## src/rcpoc_pkg.sv

```systemverilog
// package for the reset cause and supply-rise clear block
// assumes a single 40 MHz cpu clock domain
package rcpoc_pkg;
   // ***************************
   // cause register layout
   // ***************************
   localparam int RCPOC_UV_BIT = 0;
   localparam int RCPOC_WD_BIT = 4;
   localparam logic [7:0] RCPOC_CAUSE_RESET = 8'h00;
   // ***************************
   // timing
   // ***************************
   localparam int RCPOC_CLK_HZ = 40000000;
   localparam int RCPOC_CLK_PERIOD_NS = 25;
   localparam int RCPOC_RISE_WINDOW_US = 1930;
   localparam int RCPOC_STAB_MAX_US = 5390;
   // longest times round down
   localparam int RCPOC_RISE_WINDOW_CYC = (RCPOC_RISE_WINDOW_US * 1000) / RCPOC_CLK_PERIOD_NS;
   localparam int RCPOC_STAB_MAX_CYC = (RCPOC_STAB_MAX_US * 1000) / RCPOC_CLK_PERIOD_NS;
   localparam int RCPOC_CNT_W = 18;
   typedef enum logic [1:0] {RCPOC_HOLD, RCPOC_RISING, RCPOC_STAB, RCPOC_RUN} rcpoc_state_t;
endpackage

```

## src/rcpoc_cause_if.sv

```systemverilog
// carrier between the sequencer and the cause register
// assumes both ends share clk
`timescale 1ns/1ps
interface rcpoc_cause_if;
   logic clear;
   logic set_wd;
   logic set_uv;
   logic [7:0] value;
   modport seq (output clear, output set_wd, output set_uv, input value);
   modport reg_side (input clear, input set_wd, input set_uv, output value);
endinterface

```

## src/rcpoc_cause_reg.sv

```systemverilog
// reset cause flag register
// assumes it is not reset by the internal reset, only by rstn
`timescale 1ns/1ps
module rcpoc_cause_reg
   import rcpoc_pkg::*;
(
   input wire logic clk,
   input wire logic rstn,
   rcpoc_cause_if.reg_side cif
);
   logic wd_q, wd_d, uv_q, uv_d;
   // ***************************
   // flag update
   // ***************************
   always_comb begin
      wd_d = wd_q;
      uv_d = uv_q;
      if (cif.clear) begin
         wd_d = 1'b0;
         uv_d = 1'b0;
      end
      // set wins over a same-cycle read clear; other flag held, but cleared by that read
      if (cif.set_wd) begin
         wd_d = 1'b1;
      end
      if (cif.set_uv) begin
         uv_d = 1'b1;
      end
   end
   always_ff @(posedge clk or negedge rstn) begin
      if (!rstn) begin
         wd_q <= 1'b0;
         uv_q <= 1'b0;
      end else begin
         wd_q <= wd_d;
         uv_q <= uv_d;
      end
   end
   always_comb begin
      cif.value = RCPOC_CAUSE_RESET;
      cif.value[RCPOC_WD_BIT] = wd_q;
      cif.value[RCPOC_UV_BIT] = uv_q;
   end
   a_set_wd_flag: assert property (@(posedge clk) disable iff (!rstn)
      cif.set_wd |=> wd_q) else $error("watchdog flag not set");
   a_set_uv_flag: assert property (@(posedge clk) disable iff (!rstn)
      cif.set_uv |=> uv_q) else $error("undervoltage flag not set");
   a_hold_other: assert property (@(posedge clk) disable iff (!rstn)
      (cif.set_wd && !cif.set_uv && !cif.clear) |=> uv_q == $past(uv_q))
      else $error("undervoltage flag not held");
   a_hold_wd: assert property (@(posedge clk) disable iff (!rstn)
      (cif.set_uv && !cif.set_wd && !cif.clear) |=> wd_q == $past(wd_q))
      else $error("watchdog flag not held");
endmodule

```

## src/rcpoc_top.sv

```systemverilog
// reset cause register and supply-rise clear sequencing
// assumes comparator and request inputs are synchronous to clk
// Notes on behaviour
// - cause register clears on reset pin and supply-rise clear, and on a read except a flag set that cycle
// - watchdog flag set on watchdog reset request, else zero
// - undervoltage flag set on monitor reset request, else zero
// - watchdog or undervoltage reset does not clear the other flag
// - select 0: hold reset until supply passes low threshold
// - select 1: hold reset until supply passes high threshold
// - below low threshold always resets; release per selected threshold
// - select 1 fast rise inserts stabilisation wait, bounded maximum
// - undervoltage flag sits at bit 0
`timescale 1ns/1ps
module rcpoc_top
   import rcpoc_pkg::*;
(
   input wire logic clk,
   input wire logic rstn,
   input wire logic reset_pin_n,
   input wire logic power_rise_release_select,
   input wire logic above_rise_threshold_low,
   input wire logic above_rise_threshold_high,
   input wire logic watchdog_reset_req,
   input wire logic undervoltage_reset_req,
   input wire logic cause_read,
   output logic [7:0] reset_cause_flags,
   output logic internal_reset_n
);
   import rcpoc_pkg::*;
   rcpoc_cause_if cif ();
   rcpoc_state_t state_q, state_d;
   logic [RCPOC_CNT_W-1:0] cnt_q, cnt_d;
   logic [7:0] data_q, data_d;
   logic rst_n_q, rst_n_d;
   logic clear_src;
   logic [RCPOC_CNT_W-1:0] stab_len_q, stab_len_d;
   // ***************************
   // helpers
   // ***************************
   // fast rise: high threshold met before the window ran out
   function automatic logic in_rise_window(input logic [RCPOC_CNT_W-1:0] c);
      return c < RCPOC_CNT_W'(RCPOC_RISE_WINDOW_CYC);
   endfunction
   // ***************************
   // supply-rise clear sequencer
   // ***************************
   // time the rise window from crossing the low threshold; fast rise then adds the full wait, timed from the high one
   always_comb begin
      state_d = state_q;
      cnt_d = cnt_q;
      if (!above_rise_threshold_low) begin
         state_d = RCPOC_HOLD;
         cnt_d = '0;
      end else begin
         unique case (state_q)
            RCPOC_HOLD: begin
               cnt_d = '0;
               if (!power_rise_release_select) begin
                  state_d = RCPOC_RUN;
               end else begin
                  state_d = RCPOC_RISING;
               end
            end
            RCPOC_RISING: begin
               if (above_rise_threshold_high) begin
                  if (in_rise_window(cnt_q)) begin
                     state_d = RCPOC_STAB;
                     cnt_d = '0;
                  end else begin
                     state_d = RCPOC_RUN;
                  end
               end else if (in_rise_window(cnt_q)) begin
                  cnt_d = cnt_q + 1'b1;
               end
            end
            RCPOC_STAB: begin
               // wait capped so it never exceeds the documented maximum
               if (cnt_q == RCPOC_CNT_W'(RCPOC_STAB_MAX_CYC - 1)) begin
                  state_d = RCPOC_RUN;
               end else begin
                  cnt_d = cnt_q + 1'b1;
               end
            end
            RCPOC_RUN: begin
               state_d = RCPOC_RUN;
            end
         endcase
      end
   end
   always_ff @(posedge clk or negedge rstn) begin
      if (!rstn) begin
         state_q <= RCPOC_HOLD;
         cnt_q <= '0;
      end else begin
         state_q <= state_d;
         cnt_q <= cnt_d;
      end
   end
   // ***************************
   // reset combine and cause
   // ***************************
   assign clear_src = !reset_pin_n || (state_q != RCPOC_RUN);
   assign cif.clear = clear_src || cause_read;
   // pin and supply clear dominate; they clear rather than record
   assign cif.set_wd = watchdog_reset_req && !clear_src;
   assign cif.set_uv = undervoltage_reset_req && !clear_src;
   always_comb begin
      rst_n_d = !(clear_src || watchdog_reset_req || undervoltage_reset_req);
      data_d = cif.value;
   end
   always_ff @(posedge clk or negedge rstn) begin
      if (!rstn) begin
         rst_n_q <= 1'b0;
         data_q <= RCPOC_CAUSE_RESET;
      end else begin
         rst_n_q <= rst_n_d;
         data_q <= data_d;
      end
   end
   assign internal_reset_n = rst_n_q;
   assign reset_cause_flags = data_q;
   rcpoc_cause_reg u_cause (
      .clk(clk),
      .rstn(rstn),
      .cif(cif)
   );
   // ***************************
   // checks
   // ***************************
   // separate count of wait cycles, so the bound is not judged by the sequencer count
   always_comb begin
      stab_len_d = '0;
      if (state_q == RCPOC_STAB) begin
         stab_len_d = stab_len_q;
         if (stab_len_q != '1) begin
            stab_len_d = stab_len_q + 1'b1;
         end
      end
   end
   always_ff @(posedge clk or negedge rstn) begin
      if (!rstn) begin
         stab_len_q <= '0;
      end else begin
         stab_len_q <= stab_len_d;
      end
   end
   // comparator acts through the state, so the output follows two edges later
   a_low_forces_reset: assert property (@(posedge clk) disable iff (!rstn)
      !above_rise_threshold_low |-> ##2 !internal_reset_n)
      else $error("reset not held below low threshold");
   a_low_to_hold: assert property (@(posedge clk) disable iff (!rstn)
      !above_rise_threshold_low |=> state_q == RCPOC_HOLD)
      else $error("sequencer not back in hold");
   a_mode0_release: assert property (@(posedge clk) disable iff (!rstn)
      (state_q == RCPOC_HOLD && above_rise_threshold_low && !power_rise_release_select)
      |=> state_q == RCPOC_RUN) else $error("mode 0 release missing");
   a_mode1_enter: assert property (@(posedge clk) disable iff (!rstn)
      (state_q == RCPOC_HOLD && above_rise_threshold_low && power_rise_release_select)
      |=> state_q == RCPOC_RISING) else $error("mode 1 left the hold early");
   a_mode1_hold: assert property (@(posedge clk) disable iff (!rstn)
      (state_q == RCPOC_RISING && !above_rise_threshold_high) |=> state_q != RCPOC_RUN)
      else $error("mode 1 released early");
   a_slow_rise_run: assert property (@(posedge clk) disable iff (!rstn)
      (state_q == RCPOC_RISING && above_rise_threshold_low && above_rise_threshold_high
      && !in_rise_window(cnt_q)) |=> state_q == RCPOC_RUN)
      else $error("slow rise not released");
   a_fast_rise_wait: assert property (@(posedge clk) disable iff (!rstn)
      (state_q == RCPOC_RISING && above_rise_threshold_low && above_rise_threshold_high
      && in_rise_window(cnt_q)) |=> state_q == RCPOC_STAB)
      else $error("fast rise skipped the wait");
   a_window_saturates: assert property (@(posedge clk) disable iff (!rstn)
      (state_q == RCPOC_RISING && above_rise_threshold_low && !above_rise_threshold_high
      && !in_rise_window(cnt_q)) |=> $stable(cnt_q))
      else $error("rise window count wrapped");
   a_stab_holds: assert property (@(posedge clk) disable iff (!rstn)
      state_q == RCPOC_STAB |=> !internal_reset_n)
      else $error("reset released during the wait");
   a_stab_bound: assert property (@(posedge clk) disable iff (!rstn)
      state_q == RCPOC_STAB |-> stab_len_q < RCPOC_CNT_W'(RCPOC_STAB_MAX_CYC))
      else $error("stabilisation wait too long");
   a_stab_exit: assert property (@(posedge clk) disable iff (!rstn)
      (state_q == RCPOC_STAB && above_rise_threshold_low
      && stab_len_q == RCPOC_CNT_W'(RCPOC_STAB_MAX_CYC - 1)) |=> state_q == RCPOC_RUN)
      else $error("wait did not end at its maximum");
   a_run_stays: assert property (@(posedge clk) disable iff (!rstn)
      (state_q == RCPOC_RUN && above_rise_threshold_low) |=> state_q == RCPOC_RUN)
      else $error("sequencer left run with supply up");
   a_release_from_run: assert property (@(posedge clk) disable iff (!rstn)
      internal_reset_n |-> $past(state_q) == RCPOC_RUN)
      else $error("reset released outside run");
   a_pin_source: assert property (@(posedge clk) disable iff (!rstn)
      !reset_pin_n |=> !internal_reset_n)
      else $error("reset pin did not reset");
   a_watch_source: assert property (@(posedge clk) disable iff (!rstn)
      watchdog_reset_req |=> !internal_reset_n)
      else $error("watchdog request did not reset");
   a_uv_source: assert property (@(posedge clk) disable iff (!rstn)
      undervoltage_reset_req |=> !internal_reset_n)
      else $error("undervoltage request did not reset");
   a_read_clears: assert property (@(posedge clk) disable iff (!rstn)
      (cause_read && !watchdog_reset_req && !undervoltage_reset_req) ##1
      (!watchdog_reset_req && !undervoltage_reset_req) |=> reset_cause_flags == 8'h00)
      else $error("read did not clear");
   a_pin_clears: assert property (@(posedge clk) disable iff (!rstn)
      !reset_pin_n ##1 !reset_pin_n |=> reset_cause_flags == 8'h00)
      else $error("pin did not clear");
   a_hold_clears: assert property (@(posedge clk) disable iff (!rstn)
      state_q != RCPOC_RUN ##1 state_q != RCPOC_RUN |=> reset_cause_flags == 8'h00)
      else $error("supply clear did not clear");
   a_watch_flag_out: assert property (@(posedge clk) disable iff (!rstn)
      (watchdog_reset_req && !clear_src) |-> ##2 reset_cause_flags[RCPOC_WD_BIT])
      else $error("watchdog flag not shown");
   a_uv_flag_out: assert property (@(posedge clk) disable iff (!rstn)
      (undervoltage_reset_req && !clear_src) |-> ##2 reset_cause_flags[RCPOC_UV_BIT])
      else $error("undervoltage flag not shown");
   a_spare_bits_zero: assert property (@(posedge clk) disable iff (!rstn)
      {reset_cause_flags[7:5], reset_cause_flags[3:1]} == 6'h00)
      else $error("unused cause bits not zero");
endmodule

```

## config.mk

```make
export PLATFORM = sky130hd
export DESIGN_NAME = rcpoc_top
export DESIGN_NICKNAME = d
export VERILOG_FILES = /design/src/rcpoc_pkg.sv /design/src/rcpoc_cause_if.sv /design/src/rcpoc_cause_reg.sv /design/src/rcpoc_top.sv
export SDC_FILE = /design/constraint.sdc
export NUM_CORES = 1
export LEC_CHECK = 0
export CORE_UTILIZATION = 40
export DETAILED_ROUTE_END_ITERATION = 8
export DONT_BUFFER_PORTS = 1
export PLACE_DENSITY = 0.58
export SLEW_MARGIN = 20
export SYNTH_ARGS = -nofsm -noshare
export SYNTH_HDL_FRONTEND = slang
export SYNTH_SLANG_ARGS = --single-unit
```

## constraint.sdc

```tcl
create_clock -name clk -period 4.45 [get_ports clk]
set_input_delay 0.445 -clock clk [delete_from_list [all_inputs] [get_ports clk]]
set_output_delay 0.445 -clock clk [all_outputs]
set_load 0.01 [all_outputs]
```

# Yosys cells after proc, flatten, opt, wreduce, memory -nomap -nowiden
# Index checks and enable logic that the tools add are counted.
[word_totals] mem_bits_rw=0 mem_bits_ro=0 latchBits=0 n_memories=0 inputBits=9 ff_bits=25
[op_classes] n_bitwise=0 n_mux=15 n_mul=0 shift=0 reduce_logical=14 addsub=1 magnitude_cmp=1 div=0 n_eq_ne=10
[ops] op="18-bit two-way mux" n=5
[ops] op="18-bit one-hot mux with 3 select lines" n=1
[ops] op="18-bit by 1-bit adder with 18-bit output (second input constant)" n=1
[ops] op="18-bit equality test (second input constant)" n=1
[ops] op="18-bit by 17-bit < comparator with 1-bit output (second input constant)" n=1
[ops] op="3-bit inequality test (second input constant)" n=4
[ops] op="2-bit two-way mux" n=4
[ops] op="2-bit one-hot mux with 4 select lines" n=1
[ops] op="2-bit equality test (second input constant)" n=2
[ops] op="1-bit logical OR" n=4
[ops] op="1-bit two-way mux" n=4
[ops] op="4-bit by 1-bit inequality test with 1-bit output (second input constant)" n=1
[ops] op="2-bit nonzero test" n=2
[ops] op="1-bit logical NOT" n=3
[ops] op="3-bit AND reduction" n=1
[ops] op="2-bit by 1-bit equality test with 1-bit output (second input constant)" n=1
[ops] op="1-bit logical AND" n=2
[ops] op="2-bit logical NOT" n=1
[ops] op="2-bit inequality test (second input constant)" n=1
[ops] op="2-bit AND reduction" n=1

# Longest topological paths before layout
# Gate-level depths: netlist of run 1.
[logic_depth] depth_word=5 ltp_mapped=8 depth_no_buf=7

# Modules after synthesis
# From an unflattened synthesis of run 1, not the netlist that was laid out.
[hier_totals] cells_unflattened=176 area_unflattened_um2=1778.0
[by_module_without_submodules] module="rcpoc_top" instances=1 cells_each=162 area_per_inst_um2=1645.3
[by_module_without_submodules] module="rcpoc_cause_reg" instances=1 cells_each=14 area_per_inst_um2=132.6

# Least setup slack after synthesis of run 1
# Ideal clock, no wire load.
[synth_timing] path_kind="register to register" startpoint="reg cnt_q[0]" endpoint="reg cnt_q[12]" stages_incl_launch_ff=8 setup_slack_ps=2488 arrival_ps=1839 period_less_slack_ps=1962 path_cell_list="dfrtp_1 ha_1 nand3_1 nor4_1 a21oi_2 buf_2 a31oi_1 a21oi_1"
[synth_between] elab_chain_len=5 elab_cells_between_ends=11 classes_between="1 x add/sub; 1 x order compare; 3 x eq/ne; 5 x mux; 1 x reduce/logical"
[synth_lines] element="start: declaration" line="rcpoc_top.sv:32" source="logic [RCPOC_CNT_W-1:0] cnt_q, cnt_d;"
[synth_lines] element="start signal: assignment" line="rcpoc_top.sv:96" source="cnt_q <= cnt_d;"
[synth_lines] element="18-bit by 1-bit adder with 18-bit output" line="rcpoc_top.sv:73, rcpoc_top.sv:81"
[synth_lines] element="18-bit two-way mux" line="rcpoc_top.sv:72" source="end else if (in_rise_window(cnt_q)) begin"
[synth_lines] element="18-bit two-way mux" line="rcpoc_top.sv:65" source="if (above_rise_threshold_high) begin"
[synth_lines] element="18-bit one-hot mux with 3 select lines" line="rcpoc_top.sv:55" source="unique case (state_q)"
[synth_lines] element="18-bit two-way mux" line="rcpoc_top.sv:51" source="if (!above_rise_threshold_low) begin"
# Several ways; a longest one is shown, not always the timed one. The select of a mux whose other input is x is not followed.
# A chain may end at the register's enable or synchronous reset.

# Worst setup path after layout of run 1
[layout_timing] startpoint="reg state_q[1]" endpoint="reg cnt_q[5]"
[layout_between] elab_chain_len=3 elab_cells_between_ends=9 classes_between="5 x eq/ne; 2 x mux; 2 x reduce/logical"
[layout_lines] element="start: declaration" line="rcpoc_top.sv:31" source="rcpoc_state_t state_q, state_d;"
[layout_lines] element="start signal: assignment" line="rcpoc_top.sv:95" source="state_q <= state_d;"
[layout_lines] element="2-bit equality test (tied with other cells)" line="rcpoc_top.sv:55"
[layout_lines] element="4-bit by 1-bit inequality test with 1-bit output (no line) (tied with other cells)"
[layout_lines] element="3-bit AND reduction (no line) or 18-bit two-way mux (tied branches)"
# Several ways; a longest one is shown, not always the timed one.

==> reports/results.tsv, run 1 <==
stage	metric	value	unit
clocking	Clock Pin Slew Worst Setup and Hold Paths	0.08	ns
synthesis	Post-synth EDFFs	0	
place	Area after DPL	1570	um2
sta	TNS Setup	0	ns
floorplan	# IOs	18	
grt	initial antenna violation count	0	
synthesis	top-area cell type share of the netlist area	39.5	%
sta	RSZ-0062 raised after global routing	no	
clocking	CTS tree	done	
synthesis	Seq/Total Area, Yosys	39.5	%
synthesis	Post-synth top cells	dfrtp_1 (25), nand2_1 (15), nand3_1 (12), inv_1 (11), nor2_1 (11)	
sta	hold_ws	0.238	ns
sta	final hold viol count	0	
place	Port Buf Inserts	0	
floorplan	FP Rows	22	
place	half-perimeter wire length after placement	2.55	mm
critical_path	CP max stage delay	0.53	ns
synthesis	Netlist Area Pre-Place	1580	um2
clocking	H-Tree Depth	1	
critical_path	Buf+Inv Stages, Crit Path	1	
outcome	outcome	complete, no violations	
drt	Total Wirelength	3.60	mm
critical_path	Worst Path Required	4.60	ns
sta	Tightest Pin Transition	0.721	ns
place	GP Congestion	0.854	
min_path	hold crit path type	in2reg	
critical_path	Crit Path Category	reg2reg	
cells_and_area	register area	626	um2
drt	Met2 Wirelength	1.71	mm
cells_and_area	Final Util	44.4	%
cells_and_area	Final Cell Area	1650	um2
critical_path	setup slack, reg-to-reg	1.76	ns
drt	DR WL/cell	16.5	um
pwr	PD cells	349	nW/um2
synthesis	synth unique cells	48	
floorplan	core area	3720	um2
clocking	CTS Buf Count	3	
grt	first-pass GRT wire length	6.09	mm
drt	Max Used Layer	met4	
synthesis	Cells after Synth	172	
critical_path	Critical Path, Cell by Cell	inv_1, ha_1, nand2b_1, a21o_1, a21oi_2, nand2_1, o41ai_1	
drt	met3 wire len	235	um
clocking	clock latency on the worst-skew pair	0.27	ns
drt	vias per cell	5.97	
synthesis	top cells by area, synth	dfrtp_1 (39%), ha_1 (4.7%), a31oi_1 (3.9%), nand3_1 (3.8%), nand2_1 (3.6%)	
cells_and_area	share of layout cells above drive strength 1	8.24	%
synthesis	Yosys reg bits	25	
clocking	Clock Tree Buf Depth	2	
cells_and_area	final-layout fill cell count	373	
floorplan	Initial Utilization	42.6	%
sta	Max-slew headroom	51.5	%
cells_and_area	fin nets	186	
grt	gr usage total	18.9	%
pwr	Pleak	0.638	nW
critical_path	worst-path fanout max	14	
drt	DR DRC count	0	
grt	pin count of the biggest net entering global routing	26	
cells_and_area	Multi-input gate area	847	um2
floorplan	Die Area	4220	um2
sta	Final Cycle Share	60.5	%
drt	Pre-Repair DR Iteration Count	4	
synthesis	largest area contributor in the netlist	dfrtp_1	
drt	total via count in the routed design	1301	
floorplan	Die Y	64.9	um
critical_path	CP Capture Type	register	
synthesis	Ys Warns	0	
sta	Clock Skew	0.00485	ns
synthesis	commonest register cell after synthesis	dfrtp_1	
drt	initial DRC count	116	
synthesis	Post-Syn Area per Cell	9.21	um2
critical_path	Worst EP arrival	2.84	ns
drt	Antenna Nets Post-Route	0	
pwr	worst vdd ir	0.123	mV
synthesis	async set or reset register ratio after synthesis	100	%
clocking	post-CTS setup buffer count	0	
critical_path	critical path's slowest cell	a21oi_2	
critical_path	startpoint types	register	
sta	Max Freq	371	MHz
clocking	clk sink count	25	
cells_and_area	antenna diode count	0	
grt	vias in the first global route	1303	
sta	Tmin final	2.69	ns
flow_run	# Max-Cap Violations	0	
clocking	Post-CTS Resized	0	
sta	Slew Viols, Final	0	
drt	wl on met1	1.62	mm
grt	grt ovf	0	
cells_and_area	area delta synth->final	4.19	%
clocking	Root Driver	clkbuf_8	
clocking	CTS Hold Bufs	2	
synthesis	most common cell in the netlist	dfrtp_1	
floorplan	Die W	64.9	um
sta	Setup-failing EPs final	0	
critical_path	Worst path top cell family by delay	compound AO/OA/AOI/OAI gates	
==> worst reg2reg max path: cells and delay by family (launching register included) <==
| family | cells | cell delay [ns] |
|---|---|---|
| adder cells (fa/ha/maj) | 1 | 0.24 |
| AO/OA/AOI/OAI | 3 | 1.27 |
| flip-flops | 1 | 0.42 |
| AND/OR/NAND/NOR | 2 | 0.52 |
| buffers and inverters | 1 | 0.13 |
==> worst paths after layout <==
| path | cells after the start | end | start |
|---|---|---|---|
| min reg2reg | 0 | reset_cause_flags[4] | u_cause.wd_q |
| min | 1 | internal_reset_n | undervoltage_reset_req |
| max | 7 | cnt_q[5] | state_q[1] |
| max in group asynchronous | 2 | internal_reset_n | rstn |
| max reg2reg | 7 | cnt_q[5] | state_q[1] |
| min in group asynchronous | 2 | cnt_q[11] | rstn |
==> where the power goes <==
| part | total (mW) | leakage [nW] | internal (mW) | switching (mW) |
|---|---|---|---|---|
| logic | 0.187 | 0.267 | 0.0647 | 0.123 |
| clock network | 0.134 | 0.0255 | 0.0626 | 0.0714 |
| registers | 0.254 | 0.346 | 0.241 | 0.0132 |
| total | 0.575 | 0.638 | 0.368 | 0.207 |
==> routing by layer <==
metal / track usage [%] / vias up
met2: 29.8 / 55
met4: 8.33 / 0
met5: 0 / -
li1: - / 625
met3: 2.99 / 4
met1: 25.3 / 617
==> state kept, by name (all words and copies together), names as in the netlist <==
name,count
internal_reset_n,1
state_q,2
reset_cause_flags,2
u_cause.wd_q,1
u_cause.uv_q,1
cnt_q,18
==> cells in the final DEF (no fill, tap or decap), drive strengths merged, types with 2 or more instances in the layout <==
master,n
nor2,11
nand4,6
nand3,12
o211ai,3
o21a,5
nor3,3
nand2,15
nor4,6
a211oi,3
o221ai,2
a21o,2
and3b,2
o32ai,2
a21oi,11
clkbuf,3
conb,6
ha,6
o21ai,5
nand2b,2
dfrtp,25
and3,2
inv,11
o311ai,3
a31oi,10
==> cells by family (layout without fill, tap and decap cells) <==
family	after synthesis	after routing	share of synthesized area (%)
AND/OR/NAND/NOR	64	64	22.4
buffers and inverters	24	17	8.21
flip-flops	25	25	39.5
XOR/XNOR	1	1	0.553
multiplexers	1	1	0.632
AO/OA/AOI/OAI	50	50	23.8
adder cells (fa/ha/maj)	6	6	4.74
other	1	6	0.237
==> metrics by stage <==
step | setup slack [ns] | instances | power (mW)
detailed placement | 1.84 | 212 | 0.436
finish | 1.76 | 218 | 0.575
floorplan | 2.49 | 177 | 0.409
global route | 1.63 | 218 | 0.614
global placement | 1.99 | 212 | 0.429
CTS | 1.82 | 218 | 0.580
==> layout make-up <==
cell class	instances	share of cell area, %
flip-flops and latches	25	37.9
multi-input cells	128	51.3
clock buffers	3	2.50
clock inverters	1	0.303
repair buffers	2	1.82
inverters	11	2.50
well taps	48	3.64
Power figures use the tool's default switching activity.
==> run 2: changes to the inputs <==
- clock period: 4.45 -> 2.5 ns (I/O delays scaled with it)
==> run 2 against run 1 <==
Effect of this change:
- largest cell class unchanged
- critical endpoint unchanged
- wire length increased by 0.89%
- flip-flop and latch count unchanged
- critical path depth decreased by 2
==> reports/results.tsv, run 2 (synthesized netlist as in run 1, its figures left out) <==
stage	metric	value	unit
drt	Pre-Repair DR Iteration Count	4	
cells_and_area	post-route insts no fill	221	
critical_path	critical path's slowest cell	dfrtp_1	
grt	vias in the first global route	1267	
grt	gr usage total	18.5	%
drt	total via count in the routed design	1306	
place	Port Buf Inserts	0	
drt	DR WL/cell	16.4	um
cells_and_area	Biggest register	cnt_q	
sta	Max-slew headroom	53.3	%
place	half-perimeter wire length after placement	2.50	mm
pwr	Clk pwr share	23.0	%
grt	busiest grt layer	met2	
cells_and_area	Final Cell Area	1680	um2
pwr	Pleak	0.652	nW
floorplan	# IOs	18	
cells_and_area	Final Util	45.2	%
place	Area after DPL	1600	um2
clocking	CTS tree	done	
cells_and_area	register area	626	um2
critical_path	startpoint types	register	
sta	hold_ws	0.0494	ns
critical_path	CP Capture Type	register	
cells_and_area	Multi-input gate area	855	um2
cells_and_area	fin nets	189	
floorplan	Initial Utilization	42.6	%
place	cell count after placement	215	
grt	met1 Use GR	24.3	%
clocking	H-Tree Depth	1	
sta	TNS Setup	0	ns
floorplan	core area	3720	um2
floorplan	Die W	64.9	um
place	GP Congestion	0.838	
critical_path	Worst Path Required	2.65	ns
sta	Setup-failing EPs final	0	
sta	final setup margin	0.264	ns
drt	initial DRC count	94	
pwr	Psw	373	uW
clocking	Clock Pin Slew Worst Setup and Hold Paths	0.09	ns
drt	DR DRC count	0	
clocking	Root Driver	clkbuf_8	
clocking	Clock Tree Buf Depth	2	
sta	Clock Skew	0.0111	ns
sta	Slew Viols, Final	0	
cells_and_area	most frequent cells in the layout	dfrtp_1 (25), nand2_1 (15), nand3_1 (12), inv_1 (11), nor2_1 (11)	
pwr	Comb power frac	33.2	%
drt	Antenna Nets Post-Route	0	
critical_path	worst-path fanout max	15	
grt	GR Util met2	31.6	%
floorplan	FP Rows	22	
cells_and_area	final-layout fill cell count	361	
critical_path	Worst EP arrival	2.39	ns
sta	Final Cycle Share	89.4	%
pwr	PD cells	617	nW/um2
pwr	Sw Share	36.0	%
cells_and_area	share of layout cells above drive strength 1	9.25	%
critical_path	Critical Path, Cell by Cell	nor4_1, nor4_2, o21ai_4, nand2_1, o41ai_1	
sta	final hold viol count	0	
sta	Tmin final	2.24	ns
critical_path	Crit Path Category	reg2reg	
sta	RSZ-0062 raised after global routing	no	
grt	initial antenna violation count	0	
cells_and_area	area delta synth->final	6.00	%
min_path	hold crit path type	in2reg	
sta	Tightest Pin Transition	0.695	ns
clocking	CTS Buf Count	3	
clocking	clock latency on the worst-skew pair	0.27	ns
pwr	total power	1.04	mW
outcome	outcome	complete, no violations	
pwr	Int Power	663	uW
pwr	worst vdd ir	0.243	mV
critical_path	CP max stage delay	0.47	ns
floorplan	Die Y	64.9	um
drt	Total Wirelength	3.63	mm
cells_and_area	most common cell after layout, fill and taps aside	dfrtp_1	
clocking	clk sink count	25	
clocking	post-CTS setup buffer count	0	
cells_and_area	antenna diode count	0	
flow_run	# Max-Cap Violations	0	
place	Place WS	0.153	ns
floorplan	Die Area	4220	um2
grt	first-pass GRT wire length	6.02	mm
drt	vias per cell	5.91	
sta	Max Freq	447	MHz
cells_and_area	Largest register FFs	18	
grt	pin count of the biggest net entering global routing	26	
grt	M3 GR Usage	2.11	%
grt	grt ovf	0	
pwr	sequential power share	43.8	%
run 2: layout make-up:
cell class / instances / area share (%)
timing repair buffer: 5 / 3.13
sequential: 25 / 37.3
clock buffer: 4 / 2.68
inverter: 11 / 2.46
multi-input combinational: 128 / 50.9
tap: 48 / 3.58
run 2: power by group through the flow:
stage | clock network, mW | registers, mW | logic, mW
finish | 0.238 | 0.454 | 0.343
floorplan | 0 | 0.456 | 0.273
CTS | 0.245 | 0.454 | 0.338
detailed placement | 0 | 0.462 | 0.321
global route | 0.260 | 0.458 | 0.371
global placement | 0 | 0.460 | 0.319
run 2: routing by layer:
| metal | part of all wire (%) | vias to the layer above | wire (um) |
|---|---|---|---|
| li1 | - | 633 | - |
| met1 | 48 | 636 | 1750 |
| met2 | 47 | 31 | 1720 |
| met3 | 2.9 | 6 | 106 |
| met4 | 1.4 | 0 | 52 |
| met5 | 0 | - | 0 |
run 2: final timing paths:
kind                                        start              endpoint  slack (ns)  cells after the start
setup / recovery                         cnt_q[9]              cnt_q[5]        0.26                      5
hold / removal             undervoltage_reset_req      internal_reset_n        0.05                      1
setup reg to reg                         cnt_q[9]              cnt_q[5]        0.26                      5
hold reg to reg                      u_cause.uv_q  reset_cause_flags[0]        0.39                      0
max in group asynchronous                    rstn              cnt_q[5]        1.94                      2
min in group asynchronous                    rstn              cnt_q[9]        0.40                      2
run 2: timing repair:
item | 4_1_cts | 5_1_grt
hold endpoints to repair | 25 | 0
setup endpoints to repair | 0 | 1
hold buffers | 2 | 0
gates resized for setup | 0 | 1
run 2: critical path: cells and delay by family, from the launching register on:
family,cells,cell delay [ns]
flops,1,0.47
simple gates,3,0.84
compound gates,2,0.80
==> run 3: changes to the inputs <==
- MAX_ROUTING_LAYER: not set -> met4
==> run 3 against run 2 <==
Effect of this change:
- fmax grew 0.30%
- non-clock buffer count is the same
- cell count is the same
- total power is essentially flat
- critical path type unchanged
- core utilization is the same
- critical path depth is the same
- highest routed layer unchanged
- critical endpoint unchanged
- flip-flop and latch count is the same
- clock-buffer cell count is the same
==> reports/results.tsv, run 3 (synthesized netlist as in run 1, its figures left out) <==
stage	metric	value	unit
min_path	hold crit path type	in2reg	
place	GP Congestion	0.851	
cells_and_area	register area	626	um2
pwr	Psw	373	uW
drt	initial DRC count	100	
sta	Tightest Pin Transition	0.696	ns
drt	DR WL/cell	16.3	um
sta	Max Freq	449	MHz
pwr	PD cells	617	nW/um2
cells_and_area	Final Cell Area	1680	um2
sta	Clock Skew	0.0111	ns
pwr	worst vdd ir	0.243	mV
sta	final hold viol count	0	
critical_path	Worst EP arrival	2.38	ns
clocking	post-CTS setup buffer count	0	
cells_and_area	Biggest register	cnt_q	
sta	Max-slew headroom	53.2	%
critical_path	CP Capture Type	register	
sta	TNS Setup	0	ns
grt	pin count of the biggest net entering global routing	26	
critical_path	Crit Path Category	reg2reg	
grt	first-pass GRT wire length	6.01	mm
floorplan	Initial Utilization	42.6	%
cells_and_area	final-layout fill cell count	361	
cells_and_area	Multi-input gate area	855	um2
pwr	Int Power	663	uW
pwr	sequential power share	43.8	%
sta	Setup-failing EPs final	0	
sta	Tmin final	2.23	ns
drt	Total Wirelength	3.59	mm
critical_path	setup slack, reg-to-reg	0.27	ns
critical_path	worst-case reg-to-reg path depth	5	
floorplan	FP Rows	22	
critical_path	Worst Path Required	2.65	ns
drt	DR DRC count	0	
outcome	outcome	complete, no violations	
floorplan	Die Area	4220	um2
grt	vias in the first global route	1268	
grt	grt ovf	0	
critical_path	R2R Path Start	cnt_q[9]	
sta	Final Cycle Share	89.2	%
flow_run	# Max-Cap Violations	0	
cells_and_area	share of layout cells above drive strength 1	9.25	%
pwr	Sw Share	36.0	%
critical_path	FF-to-FF End	cnt_q[5]	
pwr	Clk pwr share	23.2	%
critical_path	Worst setup startpoint	cnt_q[9]	
pwr	Pleak	0.652	nW
cells_and_area	Largest register FFs	18	
place	Port Buf Inserts	0	
clocking	Clock Pin Slew Worst Setup and Hold Paths	0.09	ns
cells_and_area	most frequent cells in the layout	dfrtp_1 (25), nand2_1 (15), nand3_1 (12), inv_1 (11), nor2_1 (11)	
pwr	Comb power frac	33.0	%
floorplan	# IOs	18	
floorplan	core area	3720	um2
critical_path	worst-path fanout max	15	
drt	Antenna Nets Post-Route	0	
grt	initial antenna violation count	0	
clocking	CTS tree	done	
sta	Slew Viols, Final	0	
drt	total via count in the routed design	1305	
clocking	clk sink count	25	
clocking	CTS Buf Count	3	
critical_path	crit path capture	cnt_q[5]	
drt	Pre-Repair DR Iteration Count	4	
clocking	clock latency on the worst-skew pair	0.27	ns
place	half-perimeter wire length after placement	2.50	mm
drt	vias per cell	5.90	
cells_and_area	area delta synth->final	6.00	%
grt	gr usage total	19.0	%
floorplan	Die Y	64.9	um
clocking	H-Tree Depth	1	
critical_path	startpoint types	register	
place	Area after DPL	1600	um2
sta	RSZ-0062 raised after global routing	no	
cells_and_area	antenna diode count	0	
clocking	Root Driver	clkbuf_8	
cells_and_area	fin nets	189	
floorplan	Die W	64.9	um
clocking	Clock Tree Buf Depth	2	
cells_and_area	most common cell after layout, fill and taps aside	dfrtp_1	
run 3: cell counts in the layout (fill, tap and decap cells not counted):
Identical to the previous run, type by type.
run 3: worst min path at each step:
stage / end / from / cells past startpoint
finish: internal_reset_n / undervoltage_reset_req / 1
global route: internal_reset_n / undervoltage_reset_req / 1
CTS: internal_reset_n / undervoltage_reset_req / 1
detailed placement: state_q[1] / rstn / 0
global placement: state_q[1] / rstn / 0
floorplan: cnt_q[0] / rstn / 0
run 3: final cells by class:
cell class,count,area share (%)
Multi-Input combinational cell,128,50.9
Sequential cell,25,37.3
Tap cell,48,3.58
Timing Repair Buffer,5,3.13
Clock buffer,4,2.68
Inverter,11,2.46
run 3: timing repair:
action,in CTS,in global routing
endpoints found under the setup margin,0,1
gates resized for setup,0,1
hold endpoints to repair,25,0
hold buffers,2,0
run 3: per-stage QoR:
step           worst slack (ns)  utilization [%]  total power, mW  hold slack [ns]  instances
2_1_floorplan             0.538                -            0.729          -0.0456        177
3_3_place_gp              0.239             43.0            0.779          -0.0450        215
3_5_place_dp              0.153             43.0            0.784          -0.0450        215
4_1_cts                  0.0920             45.0             1.04           0.0467        221
5_1_grt                   0.137             45.2             1.09           0.0425        221
6_report                  0.271             45.2             1.04           0.0472        221
run 3: power groups by stage:
stage / registers, mW / logic, mW / clock network, mW
after floorplan: 0.456 / 0.273 / 0
after global placement: 0.460 / 0.319 / 0
after detailed placement: 0.462 / 0.321 / 0
after CTS: 0.454 / 0.338 / 0.245
after global routing: 0.458 / 0.371 / 0.260
final: 0.454 / 0.342 / 0.240
run 3: critical path, cell delays in order, from the launching register on:
cell     delay, ns
dfrtp_1       0.47
nor4_1        0.41
nor4_2        0.13
o21ai_4       0.40
nand2_1       0.30
o41ai_1       0.40
run 3: metal layers:
| layer | vias to the layer above | wire length (um) | global-route usage (%) |
|---|---|---|---|
| met4 | 0 | 49 | 5.28 |
| met2 | 38 | 1720 | 31.6 |
| met3 | 6 | 150 | 2.11 |
| li1 | 633 | - | - |
| met5 | - | 0 | - |
| met1 | 628 | 1670 | 24.3 |
